**src/dwm_regs.svh**
```systemverilog
// Constants for the drive warning monitor: codes, selections and timing.
// Assumes a single 50 MHz clock; included by bare name by the monitor and tick generator files.
//
// Summary of operation
// [RL1] Host silent two seconds with selection three: warn.
// [RL2] Current at level A raises limit A warning.
// [RL3] Current at level B raises limit B warning.
// [RL4] Retry warning held until restart delay expires.
// [RL5] Retry engages only if delay or count nonzero.
// [RL6] Input coded fourteen and asserted: emergency stop.
// [RL7] Per terminal fault: code 25/68, asserted, select two.
// [RL8] Fault select two warns only, drive keeps running.
// [RL9] Forward/reverse within half second: warn and stop.
// [RL10] Out of range parameter raises range warning.
// [RL11] Range error when 02-03>02-06 or 02-22>02-25.
// [RL12] Duplicate input functions raise assignment warning.
// [RL13] Up without down, or reverse, raises warning.
// [RL14] Up/down with ramp select together raises warning.
// [RL15] Both speed search codes assigned raises warning.
// [RL16] Two-wire and three-wire together raises warning.
// [RL17] First V/f curve must be strictly descending.
// [RL18] Second V/f curve must be strictly descending.
// [RL19] PID target and feedback same analog input: warn.
// [RL20] PID mode one/two with reverse allowed: warn.
// [RL21] PID mode one/two with output plus target: warn.
// [RL22] Warnings follow their cause and never latch.
// [RL23] Flashing warnings toggle their display at blink rate.
`ifndef DWM_REGS_SVH
`define DWM_REGS_SVH

// Clock period and the one millisecond time base.
`define DWM_CLK_PERIOD_NS   20
`define DWM_TICK_PERIOD_NS  1000000
// Host silence limit, forward/reverse window and blink half period, in ms.
`define DWM_COMM_LOSS_MS    16'h07D0
`define DWM_DIR_WINDOW_MS   16'h01F4
`define DWM_BLINK_HALF_MS   16'h00FA
// Communication loss selection that enables the warning.
`define DWM_COMM_SEL_WARN   4'h3
// External fault handling selection meaning warn and continue.
`define DWM_EXT_SEL_WARN    2'h2
// Input terminal function codes.
`define DWM_FN_RUN_2WIRE    8'h00
`define DWM_FN_UP           8'h08
`define DWM_FN_DOWN         8'h09
`define DWM_FN_RAMP_SEL     8'h0B
`define DWM_FN_EMERG_STOP   8'h0E
`define DWM_FN_SS_MAX       8'h13
`define DWM_FN_RUN_3WIRE    8'h1A
`define DWM_FN_EXT_FAULT_A  8'h19
`define DWM_FN_SS_SET       8'h22
`define DWM_FN_EXT_FAULT_B  8'h44
`define DWM_FN_UNUSED       8'h0F
// PID source and mode codes.
`define DWM_PID_SRC_AIN1    4'h1
`define DWM_PID_SRC_AIN2    4'h2
`define DWM_PID_MODE_ONE    4'h1
`define DWM_PID_MODE_TWO    4'h2
`define DWM_PID_OUT_PLUS_BIT 3

`endif

```
**src/dwm_pkg.sv**
```systemverilog
// Types shared by the drive warning monitor modules.
// Assumes nothing beyond a SystemVerilog compiler.
package dwm_pkg;

  // Automatic restart sequencer states, Gray coded along idle to hold.
  typedef enum logic [1:0]
  {
    DWM_RETRY_IDLE = 2'h0,
    DWM_RETRY_HOLD = 2'h1
  } dwm_retry_t;

endpackage : dwm_pkg

```
**src/dwm_monitor.sv**
```systemverilog
// Drive warning monitor: watches host link, current, restart, inputs and settings.
// Assumes terminal and run pins are asynchronous; all other inputs are on clock.
`timescale 1ns/1ps
`include "dwm_regs.svh"

module dwm_monitor #(
  parameter int unsigned CYC_PER_TICK = `DWM_TICK_PERIOD_NS / `DWM_CLK_PERIOD_NS,
  parameter int unsigned CUR_W        = 16
) (
  input  wire logic             clock,
  input  wire logic             reset,
  input  wire logic             host_msg_rx,
  input  wire logic [3:0]       comm_loss_sel,
  input  wire logic [CUR_W-1:0] out_current,
  input  wire logic [CUR_W-1:0] cur_level_a,
  input  wire logic [CUR_W-1:0] cur_level_b,
  input  wire logic             retry_start,
  input  wire logic [15:0]      restart_delay_ms,
  input  wire logic [7:0]       retry_count,
  input  wire logic [7:0]       di_pin,
  input  wire logic [7:0][7:0]  di_func_sel,
  input  wire logic [1:0]       ext_fault_sel,
  input  wire logic             fwd_run_pin,
  input  wire logic             rev_run_pin,
  input  wire logic [1:0]       stop_method_sel,
  input  wire logic             range_fault_in,
  input  wire logic [15:0]      par_02_03,
  input  wire logic [15:0]      par_02_06,
  input  wire logic [15:0]      par_02_22,
  input  wire logic [15:0]      par_02_25,
  input  wire logic [15:0]      vf1_max,
  input  wire logic [15:0]      vf1_base,
  input  wire logic [15:0]      vf1_mid,
  input  wire logic [15:0]      vf1_min,
  input  wire logic [15:0]      vf2_max,
  input  wire logic [15:0]      vf2_base,
  input  wire logic [15:0]      vf2_mid,
  input  wire logic [15:0]      vf2_min,
  input  wire logic [3:0]       pid_target_src,
  input  wire logic [3:0]       pid_fb_src,
  input  wire logic [3:0]       pid_mode_sel,
  input  wire logic             pid_reverse_allow,
  input  wire logic [3:0]       pid_out_mode,
  output logic                  comm_loss_warning,
  output logic                  current_limit_a_warning,
  output logic                  current_limit_b_warning,
  output logic                  retry_warning,
  output logic                  emergency_stop_warning,
  output logic                  terminal1_ext_fault,
  output logic                  terminal2_ext_fault,
  output logic                  terminal3_ext_fault,
  output logic                  terminal4_ext_fault,
  output logic                  terminal5_ext_fault,
  output logic                  terminal6_ext_fault,
  output logic                  terminal7_ext_fault,
  output logic                  terminal8_ext_fault,
  output logic                  ext_fault_trip,
  output logic                  direction_conflict_warning,
  output logic                  stop_request,
  output logic [1:0]            stop_method,
  output logic                  range_check_warning,
  output logic                  input_assignment_warning,
  output logic                  vf_curve_warning,
  output logic                  pid_select_warning,
  output logic [11:0]           flash_display
);

  logic tick;   // One cycle pulse per millisecond.
  logic blink;  // Blink phase for flashing display codes.

  // Shared time base for every timer and for the blink rate.
  dwm_tick_gen #(
    .CYC_PER_TICK (CYC_PER_TICK)
  ) u_tick (
    .clock       (clock),
    .reset       (reset),
    .tick_ms     (tick),
    .blink_phase (blink)
  );

  // Two stage synchroniser plus a history stage for edge detection.
  logic [9:0] sync1_ff;
  logic [9:0] sync2_ff;
  logic [9:0] hist_ff;
  logic [9:0] nxt_sync1;
  logic [9:0] nxt_sync2;
  logic [9:0] nxt_hist;

  // Capture the pins; only the second stage and history are read by logic.
  always_comb
  begin
    nxt_sync1 = {fwd_run_pin, rev_run_pin, di_pin};
    nxt_sync2 = sync1_ff;
    nxt_hist  = sync2_ff;
  end

  // Register the synchroniser.
  always_ff @(posedge clock)
  begin
    if (reset)
    begin
      sync1_ff <= 10'h000;
      sync2_ff <= 10'h000;
      hist_ff  <= 10'h000;
    end
    else
    begin
      sync1_ff <= nxt_sync1;
      sync2_ff <= nxt_sync2;
      hist_ff  <= nxt_hist;
    end
  end

  logic [7:0] di;        // Synchronised terminal levels.
  logic       fwd;       // Synchronised forward run.
  logic       rev;       // Synchronised reverse run.
  logic       fwd_rise;  // Forward run has just become active.
  logic       rev_rise;  // Reverse run has just become active.
  assign di       = sync2_ff[7:0];
  assign rev      = sync2_ff[8];
  assign fwd      = sync2_ff[9];
  assign rev_rise = sync2_ff[8] & ~hist_ff[8];
  assign fwd_rise = sync2_ff[9] & ~hist_ff[9];

  // Per terminal function decode and pairwise duplicate search.
  logic [7:0]  is_es, is_ef, is_up, is_dn, is_ramp, is_ssm, is_sss, is_2w, is_3w;
  logic [7:0]  ef_warn, ef_trip;
  logic [63:0] dup;

  for (genvar i = 0; i < 8; i++)
  begin : g_term
    assign is_es[i]   = di_func_sel[i] == `DWM_FN_EMERG_STOP;
    assign is_ef[i]   = (di_func_sel[i] == `DWM_FN_EXT_FAULT_A) ||
                        (di_func_sel[i] == `DWM_FN_EXT_FAULT_B);
    assign is_up[i]   = di_func_sel[i] == `DWM_FN_UP;
    assign is_dn[i]   = di_func_sel[i] == `DWM_FN_DOWN;
    assign is_ramp[i] = di_func_sel[i] == `DWM_FN_RAMP_SEL;
    assign is_ssm[i]  = di_func_sel[i] == `DWM_FN_SS_MAX;
    assign is_sss[i]  = di_func_sel[i] == `DWM_FN_SS_SET;
    assign is_2w[i]   = di_func_sel[i] == `DWM_FN_RUN_2WIRE;
    assign is_3w[i]   = di_func_sel[i] == `DWM_FN_RUN_3WIRE;
    // A fault input only warns under warn-and-continue handling.
    assign ef_warn[i] = is_ef[i] & di[i] & (ext_fault_sel == `DWM_EXT_SEL_WARN);  // see [RL7]
    // Any other handling raises the external fault trip instead.
    assign ef_trip[i] = is_ef[i] & di[i] & (ext_fault_sel != `DWM_EXT_SEL_WARN);  // see [RL8]
    for (genvar j = 0; j < 8; j++)
    begin : g_pair
      // Same function twice, ignoring fault and unused codes.
      assign dup[i*8+j] = (j > i) && (di_func_sel[i] == di_func_sel[j]) && !is_ef[i] &&
                          (di_func_sel[i] != `DWM_FN_UNUSED);  // see [RL12]
    end
  end

  // Millisecond timers: host silence and age of each run command.
  logic [15:0] comm_cnt_ff, fwd_age_ff, rev_age_ff;
  logic [15:0] nxt_comm_cnt, nxt_fwd_age, nxt_rev_age;
  logic        conflict_ff;
  logic        nxt_conflict;

  // Advance timers and judge a forward/reverse clash.
  always_comb
  begin
    nxt_comm_cnt = comm_cnt_ff;
    nxt_fwd_age  = fwd_age_ff;
    nxt_rev_age  = rev_age_ff;
    if (host_msg_rx)
      nxt_comm_cnt = 16'h0000;
    else if (tick && comm_cnt_ff != 16'hFFFF)
      nxt_comm_cnt = comm_cnt_ff + 16'h0001;
    if (fwd_rise)
      nxt_fwd_age = 16'h0000;
    else if (tick && fwd_age_ff != 16'hFFFF)
      nxt_fwd_age = fwd_age_ff + 16'h0001;
    if (rev_rise)
      nxt_rev_age = 16'h0000;
    else if (tick && rev_age_ff != 16'hFFFF)
      nxt_rev_age = rev_age_ff + 16'h0001;
    // The clash holds while both commands stay on, and no longer.
    nxt_conflict = conflict_ff;
    if (!(fwd && rev))
      nxt_conflict = 1'b0;  // see [RL22]
    else if ((fwd_rise && (rev_rise || rev_age_ff < `DWM_DIR_WINDOW_MS)) ||
             (rev_rise && fwd_age_ff < `DWM_DIR_WINDOW_MS))
      nxt_conflict = 1'b1;  // see [RL9]
  end

  // Register timers.
  always_ff @(posedge clock)
  begin
    if (reset)
    begin
      comm_cnt_ff <= 16'h0000;
      fwd_age_ff  <= 16'hFFFF;
      rev_age_ff  <= 16'hFFFF;
      conflict_ff <= 1'b0;
    end
    else
    begin
      comm_cnt_ff <= nxt_comm_cnt;
      fwd_age_ff  <= nxt_fwd_age;
      rev_age_ff  <= nxt_rev_age;
      conflict_ff <= nxt_conflict;
    end
  end

  // Automatic restart sequencer.
  dwm_pkg::dwm_retry_t retry_st_ff, nxt_retry_st;
  logic [15:0]         retry_ms_ff, nxt_retry_ms;
  logic                retry_armed;
  assign retry_armed = (restart_delay_ms != 16'h0000) || (retry_count != 8'h00);  // see [RL5]

  // Hold the retry state until the restart delay has run out.
  always_comb
  begin
    nxt_retry_st = retry_st_ff;
    nxt_retry_ms = retry_ms_ff;
    case (retry_st_ff)
      dwm_pkg::DWM_RETRY_IDLE:
      begin
        nxt_retry_ms = 16'h0000;
        if (retry_start && retry_armed)
          nxt_retry_st = dwm_pkg::DWM_RETRY_HOLD;  // see [RL5]
      end
      dwm_pkg::DWM_RETRY_HOLD:
      begin
        if (retry_ms_ff >= restart_delay_ms)
          nxt_retry_st = dwm_pkg::DWM_RETRY_IDLE;  // see [RL4]
        else if (tick)
          nxt_retry_ms = retry_ms_ff + 16'h0001;
      end
      default:
      begin
        nxt_retry_st = dwm_pkg::DWM_RETRY_IDLE;
      end
    endcase
  end

  // Register the sequencer.
  always_ff @(posedge clock)
  begin
    if (reset)
    begin
      retry_st_ff <= dwm_pkg::DWM_RETRY_IDLE;
      retry_ms_ff <= 16'h0000;
    end
    else
    begin
      retry_st_ff <= nxt_retry_st;
      retry_ms_ff <= nxt_retry_ms;
    end
  end

  // Configuration checks, combinational from the settings.
  logic assign_err, vf1_bad, vf2_bad, pid_err, pid_mode_on;
  assign assign_err  = (|dup) ||                                           // see [RL12]
                       ((|is_up) != (|is_dn)) ||                           // see [RL13]
                       ((|is_up) && (|is_dn) && (|is_ramp)) ||             // see [RL14]
                       ((|is_ssm) && (|is_sss)) ||                         // see [RL15]
                       ((|is_2w) && (|is_3w));                             // see [RL16]
  assign vf1_bad     = !((vf1_max > vf1_base) && (vf1_base > vf1_mid) &&
                         (vf1_mid > vf1_min));                             // see [RL17]
  assign vf2_bad     = !((vf2_max > vf2_base) && (vf2_base > vf2_mid) &&
                         (vf2_mid > vf2_min));                             // see [RL18]
  assign pid_mode_on = (pid_mode_sel == `DWM_PID_MODE_ONE) || (pid_mode_sel == `DWM_PID_MODE_TWO);
  assign pid_err     = ((pid_target_src == `DWM_PID_SRC_AIN1) &&
                        (pid_fb_src == `DWM_PID_SRC_AIN1)) ||              // see [RL19]
                       ((pid_target_src == `DWM_PID_SRC_AIN2) &&
                        (pid_fb_src == `DWM_PID_SRC_AIN2)) ||              // see [RL19]
                       (pid_mode_on && pid_reverse_allow) ||               // see [RL20]
                       (pid_mode_on && pid_out_mode[`DWM_PID_OUT_PLUS_BIT]);  // see [RL21]

  // Registered warning outputs; each follows its cause without latching.
  logic [10:0] warn_ff, nxt_warn;
  logic [7:0]  efw_ff, nxt_efw;
  logic [11:0] flash_ff, nxt_flash;
  logic [1:0]  method_ff, nxt_method;

  // Compute every warning from its present cause.
  always_comb
  begin
    nxt_warn[0]  = (comm_loss_sel == `DWM_COMM_SEL_WARN) &&
                   (comm_cnt_ff >= `DWM_COMM_LOSS_MS);                     // see [RL1]
    nxt_warn[1]  = out_current >= cur_level_a;                             // see [RL2]
    nxt_warn[2]  = out_current >= cur_level_b;                             // see [RL3]
    nxt_warn[3]  = retry_st_ff == dwm_pkg::DWM_RETRY_HOLD;                 // see [RL4]
    nxt_warn[4]  = |(is_es & di);                                          // see [RL6]
    nxt_warn[5]  = |ef_trip;                                               // see [RL8]
    nxt_warn[6]  = conflict_ff;                                            // see [RL9]
    nxt_warn[7]  = range_fault_in ||                                       // see [RL10]
                   (par_02_03 > par_02_06) || (par_02_22 > par_02_25);     // see [RL11]
    nxt_warn[8]  = assign_err;
    nxt_warn[9]  = vf1_bad || vf2_bad;
    nxt_warn[10] = pid_err;
    nxt_efw      = ef_warn;                                                // see [RL22]
    nxt_method   = stop_method_sel;
    // Flashing codes are shown only in the lit half of the blink.
    nxt_flash    = {nxt_warn[0], nxt_warn[3], nxt_warn[4], ef_warn, conflict_ff} &
                   {12{blink}};                                            // see [RL23]
  end

  // Register the outputs.
  always_ff @(posedge clock)
  begin
    if (reset)
    begin
      warn_ff   <= 11'h000;
      efw_ff    <= 8'h00;
      flash_ff  <= 12'h000;
      method_ff <= 2'h0;
    end
    else
    begin
      warn_ff   <= nxt_warn;
      efw_ff    <= nxt_efw;
      flash_ff  <= nxt_flash;
      method_ff <= nxt_method;
    end
  end

  assign comm_loss_warning          = warn_ff[0];
  assign current_limit_a_warning    = warn_ff[1];
  assign current_limit_b_warning    = warn_ff[2];
  assign retry_warning              = warn_ff[3];
  assign emergency_stop_warning     = warn_ff[4];
  assign ext_fault_trip             = warn_ff[5];
  assign direction_conflict_warning = warn_ff[6];
  assign stop_request               = warn_ff[6];
  assign stop_method                = method_ff;
  assign range_check_warning        = warn_ff[7];
  assign input_assignment_warning   = warn_ff[8];
  assign vf_curve_warning           = warn_ff[9];
  assign pid_select_warning         = warn_ff[10];
  assign {terminal8_ext_fault, terminal7_ext_fault, terminal6_ext_fault, terminal5_ext_fault,
          terminal4_ext_fault, terminal3_ext_fault, terminal2_ext_fault,
          terminal1_ext_fault}      = efw_ff;
  assign flash_display              = flash_ff;
endmodule : dwm_monitor

```
**src/dwm_tick_gen.sv**
```systemverilog
// Millisecond tick and blink phase generator for the warning monitor.
// Assumes one free running clock and a synchronous active high reset.
`timescale 1ns/1ps
`include "dwm_regs.svh"

module dwm_tick_gen #(
  parameter int unsigned CYC_PER_TICK = `DWM_TICK_PERIOD_NS / `DWM_CLK_PERIOD_NS
) (
  input  wire logic clock,
  input  wire logic reset,
  output logic      tick_ms,
  output logic      blink_phase
);

  localparam int unsigned CW = $clog2(CYC_PER_TICK + 1);

  logic [CW-1:0] cyc_ff;     // Clock cycles within the current millisecond.
  logic [CW-1:0] nxt_cyc;
  logic [15:0]   ms_ff;      // Milliseconds within the current blink half.
  logic [15:0]   nxt_ms;
  logic          tick_ff;    // One cycle pulse per millisecond.
  logic          nxt_tick;
  logic          blink_ff;   // Display phase for flashing codes.
  logic          nxt_blink;

  // Count cycles into milliseconds and milliseconds into blink halves.
  always_comb
  begin
    nxt_tick  = 1'b0;
    nxt_cyc   = cyc_ff + 1'b1;
    nxt_ms    = ms_ff;
    nxt_blink = blink_ff;
    if (cyc_ff == CW'(CYC_PER_TICK - 1))
    begin
      // Close the millisecond and advance the blink timer.
      nxt_cyc  = '0;
      nxt_tick = 1'b1;
      if (ms_ff == `DWM_BLINK_HALF_MS - 16'h0001)
      begin
        nxt_ms    = 16'h0000;
        nxt_blink = ~blink_ff;  // see [RL23]
      end
      else
      begin
        nxt_ms = ms_ff + 16'h0001;
      end
    end
  end

  // Register the time base.
  always_ff @(posedge clock)
  begin
    if (reset)
    begin
      cyc_ff   <= '0;
      ms_ff    <= 16'h0000;
      tick_ff  <= 1'b0;
      blink_ff <= 1'b0;
    end
    else
    begin
      cyc_ff   <= nxt_cyc;
      ms_ff    <= nxt_ms;
      tick_ff  <= nxt_tick;
      blink_ff <= nxt_blink;
    end
  end

  assign tick_ms     = tick_ff;
  assign blink_phase = blink_ff;

endmodule : dwm_tick_gen

```
**config.mk**
```make
export PLATFORM = sky130hd
export DESIGN_NAME = dwm_monitor
export DESIGN_NICKNAME = d
export VERILOG_FILES = /design/src/dwm_pkg.sv /design/src/dwm_monitor.sv /design/src/dwm_tick_gen.sv
export VERILOG_INCLUDE_DIRS = /design/src
export SDC_FILE = /design/constraint.sdc
export NUM_CORES = 1
export LEC_CHECK = 0
export ABC_CLOCK_PERIOD_IN_PS = 8000
export CORE_MARGIN = 4
export CORE_UTILIZATION = 35
export CTS_CLUSTER_DIAMETER = 60
export DETAILED_ROUTE_END_ITERATION = 7
export DONT_BUFFER_PORTS = 1
export PLACE_DENSITY = 0.6
export REMOVE_ABC_BUFFERS = 1
export SETUP_SLACK_MARGIN = 0.15
export SYNTH_ARGS = -nofsm -noshare
export SYNTH_HDL_FRONTEND = slang
export SYNTH_SLANG_ARGS = --single-unit
```
**constraint.sdc**
```tcl
create_clock -name clock -period 8 [get_ports clock]
set_input_delay 2 -clock clock [delete_from_list [all_inputs] [get_ports clock]]
set_output_delay 2 -clock clock [all_outputs]
set_load 0.03 [all_outputs]
```
==> impl_metrics.ini, run 1 <==
[outcome]
status = finished, final reports clean

[drt]
wl_per_cell_um = 20.6
ant_nets = 0
vias = 13400
via_per_inst = 5.68
drt-initial-drc-count = 1001
route.detailed.drc = 0
wl_um = 48600
firstDrtPassIters = 6

[synthesis]
synthArstFlopShare = 0
synth_top_family_by_area = simple AND/OR/NAND/NOR gates
synth_compound_area_frac = 0.129
yosysTopAreaCell = dfxtp_1
netlist_top_cells_area = dfxtp_1, ha_1, xnor2_1
yosys.cell_count.top_type = inv_1
synthesis.area_sq_um = 14600
avgSynthCellArea_sq_um = 7.79
syn_inst = 1880
yosys.area.top_type_share = 0.212
synth_edf_count = 0
seq_area_frac_synth = 0.212
synth_ff_type = dfxtp_1
muxShareOfSynthArea = 0.00137
synthesis.yosys.warnings = 0
synthDistinctLibCells = 70
synth_fa_ha_area_frac = 0.158
ys_ff_latch = 155
post_synth_xor_area_fraction = 0.174
netlist_top_cells_count = inv_1, xnor2_1, ha_1, dfxtp_1, nor2_1
yosys.area_share.simple = 0.247

[sta]
fin_setup_tns_ns = 0
slew_headroom = 0.294
fin_crit_ns = 3.85
timing.final.ws_setup_ns = 4.15
slew_violations = 0
hold_violations = 0
period_share = 0.481
tightestPinTransition_ns = 1.06
skew_ns = 0.0122
clock.fmax_ghz = 0.260
rsz0062_at_grt = false
setup_viol = 0

[grt]
antenna_found_initial = 4
grt_pass1_vias = 13000
overflow = 0
grt_max_degree = 42
grt_usage = 0.207
grt_pass1_wl_um = 74300

[clock_tree]
cts.sink_count = 155
cts_max_path_buffers = 2
path_clk_slew_ns = 0.07
tritoncts = built
cts-root-buf = clkbuf_16
ctsHoldBuffers = 0
cts_resized = 0
postCtsSetupBuffers = 0
clock_latency_ns = 0.43
cts_max_level = 4
cts_buffers = 17

[critical_path]
end_kind = flip-flop
worst-r2r-setup-slack_ns = 5.33
rr_worst_depth = 9
required_ns = 8.32
crit_path_max_fanout = 8
start_kind = input port
worst-setup-path-type = input port to flip-flop
timing.rr.end = retry_ms_ff[6]$_SDFFE_PP0P_
crit_arrival_ns = 4.17
r2r_start = retry_ms_ff[0]$_SDFFE_PP0P_

[die]
die_area_sq_um = 45200
rows = 74
die_x_um = 213
core-area_sq_um = 41100
io_pins = 402
die_h_um = 213
start_util = 0.356

[place]
portBuffers = 0
placed_cell_area_sq_um = 14900
post-dp-hpwl_um = 38600
gp_congestion = 0.989
pre_cts_slack_ns = 3.73

[layout]
final_area_sq_um = 15500
nets = 2360
area_growth_pct = 5.62
drive_gt1_frac = 0.0275

[pwr]
power.total_w = 0.00198
peakVddDrop_uv = 139
leakage_nw = 6.30
power_density_nw_per_um2 = 128

[worst_hold_path]
hold_class = flip-flop to flip-flop
min_path_cells = 1
whs_endpoint = nxt_hist[8]$_SDFF_PP0_
worstHoldStart = nxt_sync2[8]$_SDFF_PP0_

[run]
maxCapViolCount = 0
## metal layers
metal | wire length (um) | vias up | global-route usage
met1 | 21000 | 6245 | 0.272
met4 | 1200 | 2 | 0.0571
met2 | 22000 | 568 | 0.338
li1 | - | 6432 | -
met5 | 13 | - | 0
met3 | 4330 | 110 | 0.0546
## sequential cells by signal (all words and copies together), names as in the netlist, 2 cells and up
register / flops
comm_cnt_ff: 16
fwd_age_ff: 16
retry_ms_ff: 16
rev_age_ff: 16
u_tick.cyc_ff: 16
u_tick.ms_ff: 16
flash_display: 12
warn_ff: 11
nxt_hist: 10
nxt_sync2: 10
efw_ff: 8
hist_ff: 2
stop_method: 2
## logic make-up (layout without fill, tap and decap cells)
family | after synthesis | after routing
AOI/OAI and AO/OA | 298 | 298
DFF | 155 | 155
xor gates and xnor gates | 290 | 290
muxes | 2 | 2
other | 0 | 1
buffers and inverters | 283 | 223
and+or+nand+nor | 667 | 667
adders and majority gates | 185 | 185
## per-stage QoR
step                 util  instances  hold slack, ns
floorplan               -       1787           0.414
global placement    0.362       2320           0.419
detailed placement  0.362       2320           0.420
CTS                 0.376       2352           0.437
global route        0.376       2353           0.452
finish              0.376       2353           0.436
## power breakdown
group | internal, W | switching, W
Combinational | 0.000197 | 0.000178
Clock | 0.000439 | 0.000356
Sequential | 0.000791 | 0.0000230
Total | 0.00143 | 0.000556
## critical path, cell delays in order
cell and delay, ns:
inv_1 0.02, ha_1 0.29, a21o_1 0.16, a21o_1 0.18, a21oi_2 0.17, o211ai_2 0.12
a211oi_1 0.80, a21oi_1 0.17, a31o_2 0.24
## layout by cell type, fill, tap and decap left out, types with 12 or more instances in the layout
cell type    n
nor2_1     144
nor2b_1     60
nand4_1    102
dfxtp_1    155
xor2_1     103
a21oi_1     78
nand3_1     71
nor4b_1     16
o21ai_0     78
a21o_1      28
inv_1      190
a31oi_1     14
clkbuf_16   17
o21a_1      12
or3_1       14
nor3_1      32
nand2_1     88
nor4_1      42
ha_1       185
and3_1      31
xnor2_1    187
## final cells by class
cell class	count	area, sq um
clock buffers	17	425
inverters	190	713
clock inverters	15	158
fillers	4344	25600
multi-input cells	1442	10400
well taps	532	666
diodes	1	2.50
repair buffers	1	7.51
flip-flops and latches	155	3100
## worst max-delay path by stage
stage	start	endpoint	slack, ns	cells after the start
global placement	restart_delay_ms[13]	retry_ms_ff[11]$_SDFFE_PP0P_	3.78	9
floorplan	restart_delay_ms[9]	retry_ms_ff[11]$_SDFFE_PP0P_	3.96	9
CTS	restart_delay_ms[13]	retry_ms_ff[11]$_SDFFE_PP0P_	4.17	9
finish	restart_delay_ms[13]	retry_ms_ff[6]$_SDFFE_PP0P_	4.15	9
detailed placement	restart_delay_ms[13]	retry_ms_ff[13]$_SDFFE_PP0P_	3.73	9
global route	restart_delay_ms[13]	retry_ms_ff[6]$_SDFFE_PP0P_	3.98	9
No activity file was read; power rests on OpenSTA's default activity.
==> inputs of run 2 (changes only) <==
Settings changed: ABC_AREA set to 1, ABC_CLOCK_PERIOD_IN_PS 8000 to 3300, PLACE_DENSITY 0.6 to 0.62.
Clock period 8 ns to 3.3 ns, I/O delays scaled along.
==> run 2 against run 1 <==
Register-to-register slack got worse by 4.2 ns. Largest power group unchanged. Cell area increased by 12%. Sequential power increased by 140%. Clock skew decreased by 0.00073 ns. Synthesized cell count increased by 45%. Synthesized area increased by 11%. Critical path depth increased by 3. Sequential share of layout area decreased by 2.1 points. Critical endpoint is now warn_ff[8]$_SDFF_PP0_.
==> impl_metrics.ini, run 2 <==
[outcome]
status = finished, final reports clean

[layout]
drive_gt1_frac = 0.0315
n_fill_cell = 5062
area_growth_pct = 5.81
nets = 3210
final_common_cell = nand2_1
final_cell_mix = nand2_1, inv_1, nor2_1
antennaDiodeCount = 0

[synthesis]
synth_ff_type = dfxtp_1
yosys.area.top_type_share = 0.190
synth_fa_ha_area_frac = 0.142
muxShareOfSynthArea = 0
syn_inst = 2717
synthesis.area_sq_um = 16300
seq_area_frac_synth = 0.190
synthDistinctLibCells = 55
synth_compound_area_frac = 0.0983
netlist_top_cells_area = dfxtp_1, nand2_1, ha_1
synthesis.yosys.warnings = 0
avgSynthCellArea_sq_um = 6.01
synthArstFlopShare = 0
synth_edf_count = 0
netlist_top_cells_count = nand2_1, inv_1, nor2_1, ha_1, dfxtp_1
synth_top_family_by_area = simple AND/OR/NAND/NOR gates
post_synth_xor_area_fraction = 0.0601
yosys.cell_count.top_type = nand2_1
yosysTopAreaCell = dfxtp_1
ys_ff_latch = 155
yosys.area_share.simple = 0.384

[critical_path]
cp_common_cell = nor2_1
end_kind = flip-flop
start_kind = input port
slowest_delay_ns = 0.40
required_ns = 3.64
path_delay_family = simple AND/OR/NAND/NOR gates
worst-setup-path-type = input port to flip-flop
crit_arrival_ns = 2.65
rr_worst_depth = 10
cp_slowest_cell = nor4_1
crit_path_cell_trace = clkinv_1 -> nand2_1 -> nor3_1 -> nor4_1 -> nand4_1 -> ha_1 -> nor2_1 -> nand2_1 -> nor2_1 -> nand2_1 -> nor2_1 -> nor2_1
cp_num_cells = 12
crit_buf_inv = 1
crit_path_max_fanout = 9

[sta]
period_share = 0.701
setup_viol = 0
fin_setup_tns_ns = 0
slew_violations = 0
skew_ns = 0.0115
slew_headroom = 0.420
tightestPinTransition_ns = 0.867
fin_crit_ns = 2.31
rsz0062_at_grt = false
clock.fmax_ghz = 0.432
hold_violations = 0

[pwr]
seqPwrFrac = 0.386
power_density_nw_per_um2 = 296
power_frac_clock = 0.382
p_sw_frac = 0.336
pwr-share-comb = 0.232
p_int_w = 0.00339
p_sw_w = 0.00172
power.total_w = 0.00510
peakVddDrop_uv = 387
leakage_nw = 8.66

[place]
post-dp-hpwl_um = 48200
gp_congestion = 1.03
portBuffers = 0

[clock_tree]
cts_resized = 0
ctsHoldBuffers = 0
path_clk_slew_ns = 0.07
cts_max_path_buffers = 2
cts_buffers = 17
cts.sink_count = 155
postCtsSetupBuffers = 0
cts-root-buf = clkbuf_16
cts_max_level = 4
clock_latency_ns = 0.43
tritoncts = built

[die]
die_area_sq_um = 50100
start_util = 0.357
die_x_um = 224
io_pins = 402
die_h_um = 224
rows = 78
core-area_sq_um = 45800

[grt]
antenna_found_initial = 1
grt_usage = 0.222
overflow = 0
grt_pass1_wl_um = 89600
grt_pass1_vias = 16200
grt_max_degree = 51

[drt]
vias = 17300
firstDrtPassIters = 6
drt-initial-drc-count = 1565
via_per_inst = 5.29
wl_um = 58300
ant_nets = 0
wl_per_cell_um = 17.8
route.detailed.drc = 0

[worst_hold_path]
min_path_cells = 2
hold_class = flip-flop to flip-flop

[run]
maxCapViolCount = 0
## run 2: changes by cell type after synthesis, moves of 15 or more
cell     previous run  this run
nand2_1            88       736
inv_1             190       413
nor2_1            144       367
xnor2_1           187        16
a21oi_1            78       145
nor2b_1            60         0
nor3_1             32        87
nand3_1            71       116
and3_1             31         3
a21o_1             28         2
nor4_1             42        19
nor4b_1            16         1
## run 2: kinds of logic (layout without fill, tap and decap cells)
group	count (synthesis)	in the layout
xor gates and xnor gates	112	112
AOI/OAI and AO/OA	289	289
DFF	155	155
adders and majority gates	185	185
buffers and inverters	512	465
and+or+nand+nor	1464	1464
## run 2: layer usage
layer | part of all wire | wire length, um | GRT usage | vias to the layer above
li1 | - | - | - | 8563
met1 | 0.42 | 24700 | 0.288 | 7864
met2 | 0.46 | 26900 | 0.369 | 751
met3 | 0.074 | 4310 | 0.0355 | 128
met4 | 0.043 | 2490 | 0.0909 | 2
met5 | 0.00022 | 13 | 0 | -
## run 2: worst paths after layout
kind                         startpoint                           to  slack [ns]
max reg2reg  fwd_age_ff[0]$_SDFFE_PP1P_  fwd_age_ff[11]$_SDFFE_PP1P_        1.15
min reg2reg     nxt_sync2[7]$_SDFF_PP0_       nxt_hist[7]$_SDFF_PP0_        0.40
max                     di_func_sel[40]        warn_ff[8]$_SDFF_PP0_        0.99
min             nxt_sync2[7]$_SDFF_PP0_       nxt_hist[7]$_SDFF_PP0_        0.40
## run 2: cell type report
cell class              count  area (sq um)  area share
multi-input cells        2050         11200       0.647
clock buffers              17           425      0.0246
inverters                 426          1600      0.0926
repair buffers              7          52.6     0.00304
clock inverters            15           171     0.00993
well taps                 600           751      0.0435
flip-flops and latches    155          3100       0.180
## run 2: worst min-delay path, stage by stage, from the launching register on
cell and delay [ns]:
dfxtp_1 0.30, inv_1 0.04, nor2_1 0.03
## run 2: power groups by stage
stage / combinational, W / sequential [W] / clock [W]
4_1_cts: 0.00118 / 0.00197 / 0.00201
2_1_floorplan: 0.000881 / 0.00200 / 0
6_report: 0.00118 / 0.00197 / 0.00195
5_1_grt: 0.00137 / 0.00198 / 0.00209
3_5_place_dp: 0.00117 / 0.00201 / 0
3_3_place_gp: 0.00114 / 0.00201 / 0
## run 2: metrics by stage
step	hold slack, ns	utilization	cell area, sq um	setup WS (ns)	instances
after CTS	0.403	0.377	17300	1.00	3270
final	0.401	0.377	17300	0.988	3270
after floorplan	0.388	-	15900	0.909	2631
after global placement	0.392	0.364	16700	0.487	3238
after detailed placement	0.393	0.364	16700	0.533	3238
after global routing	0.414	0.377	17300	0.684	3270
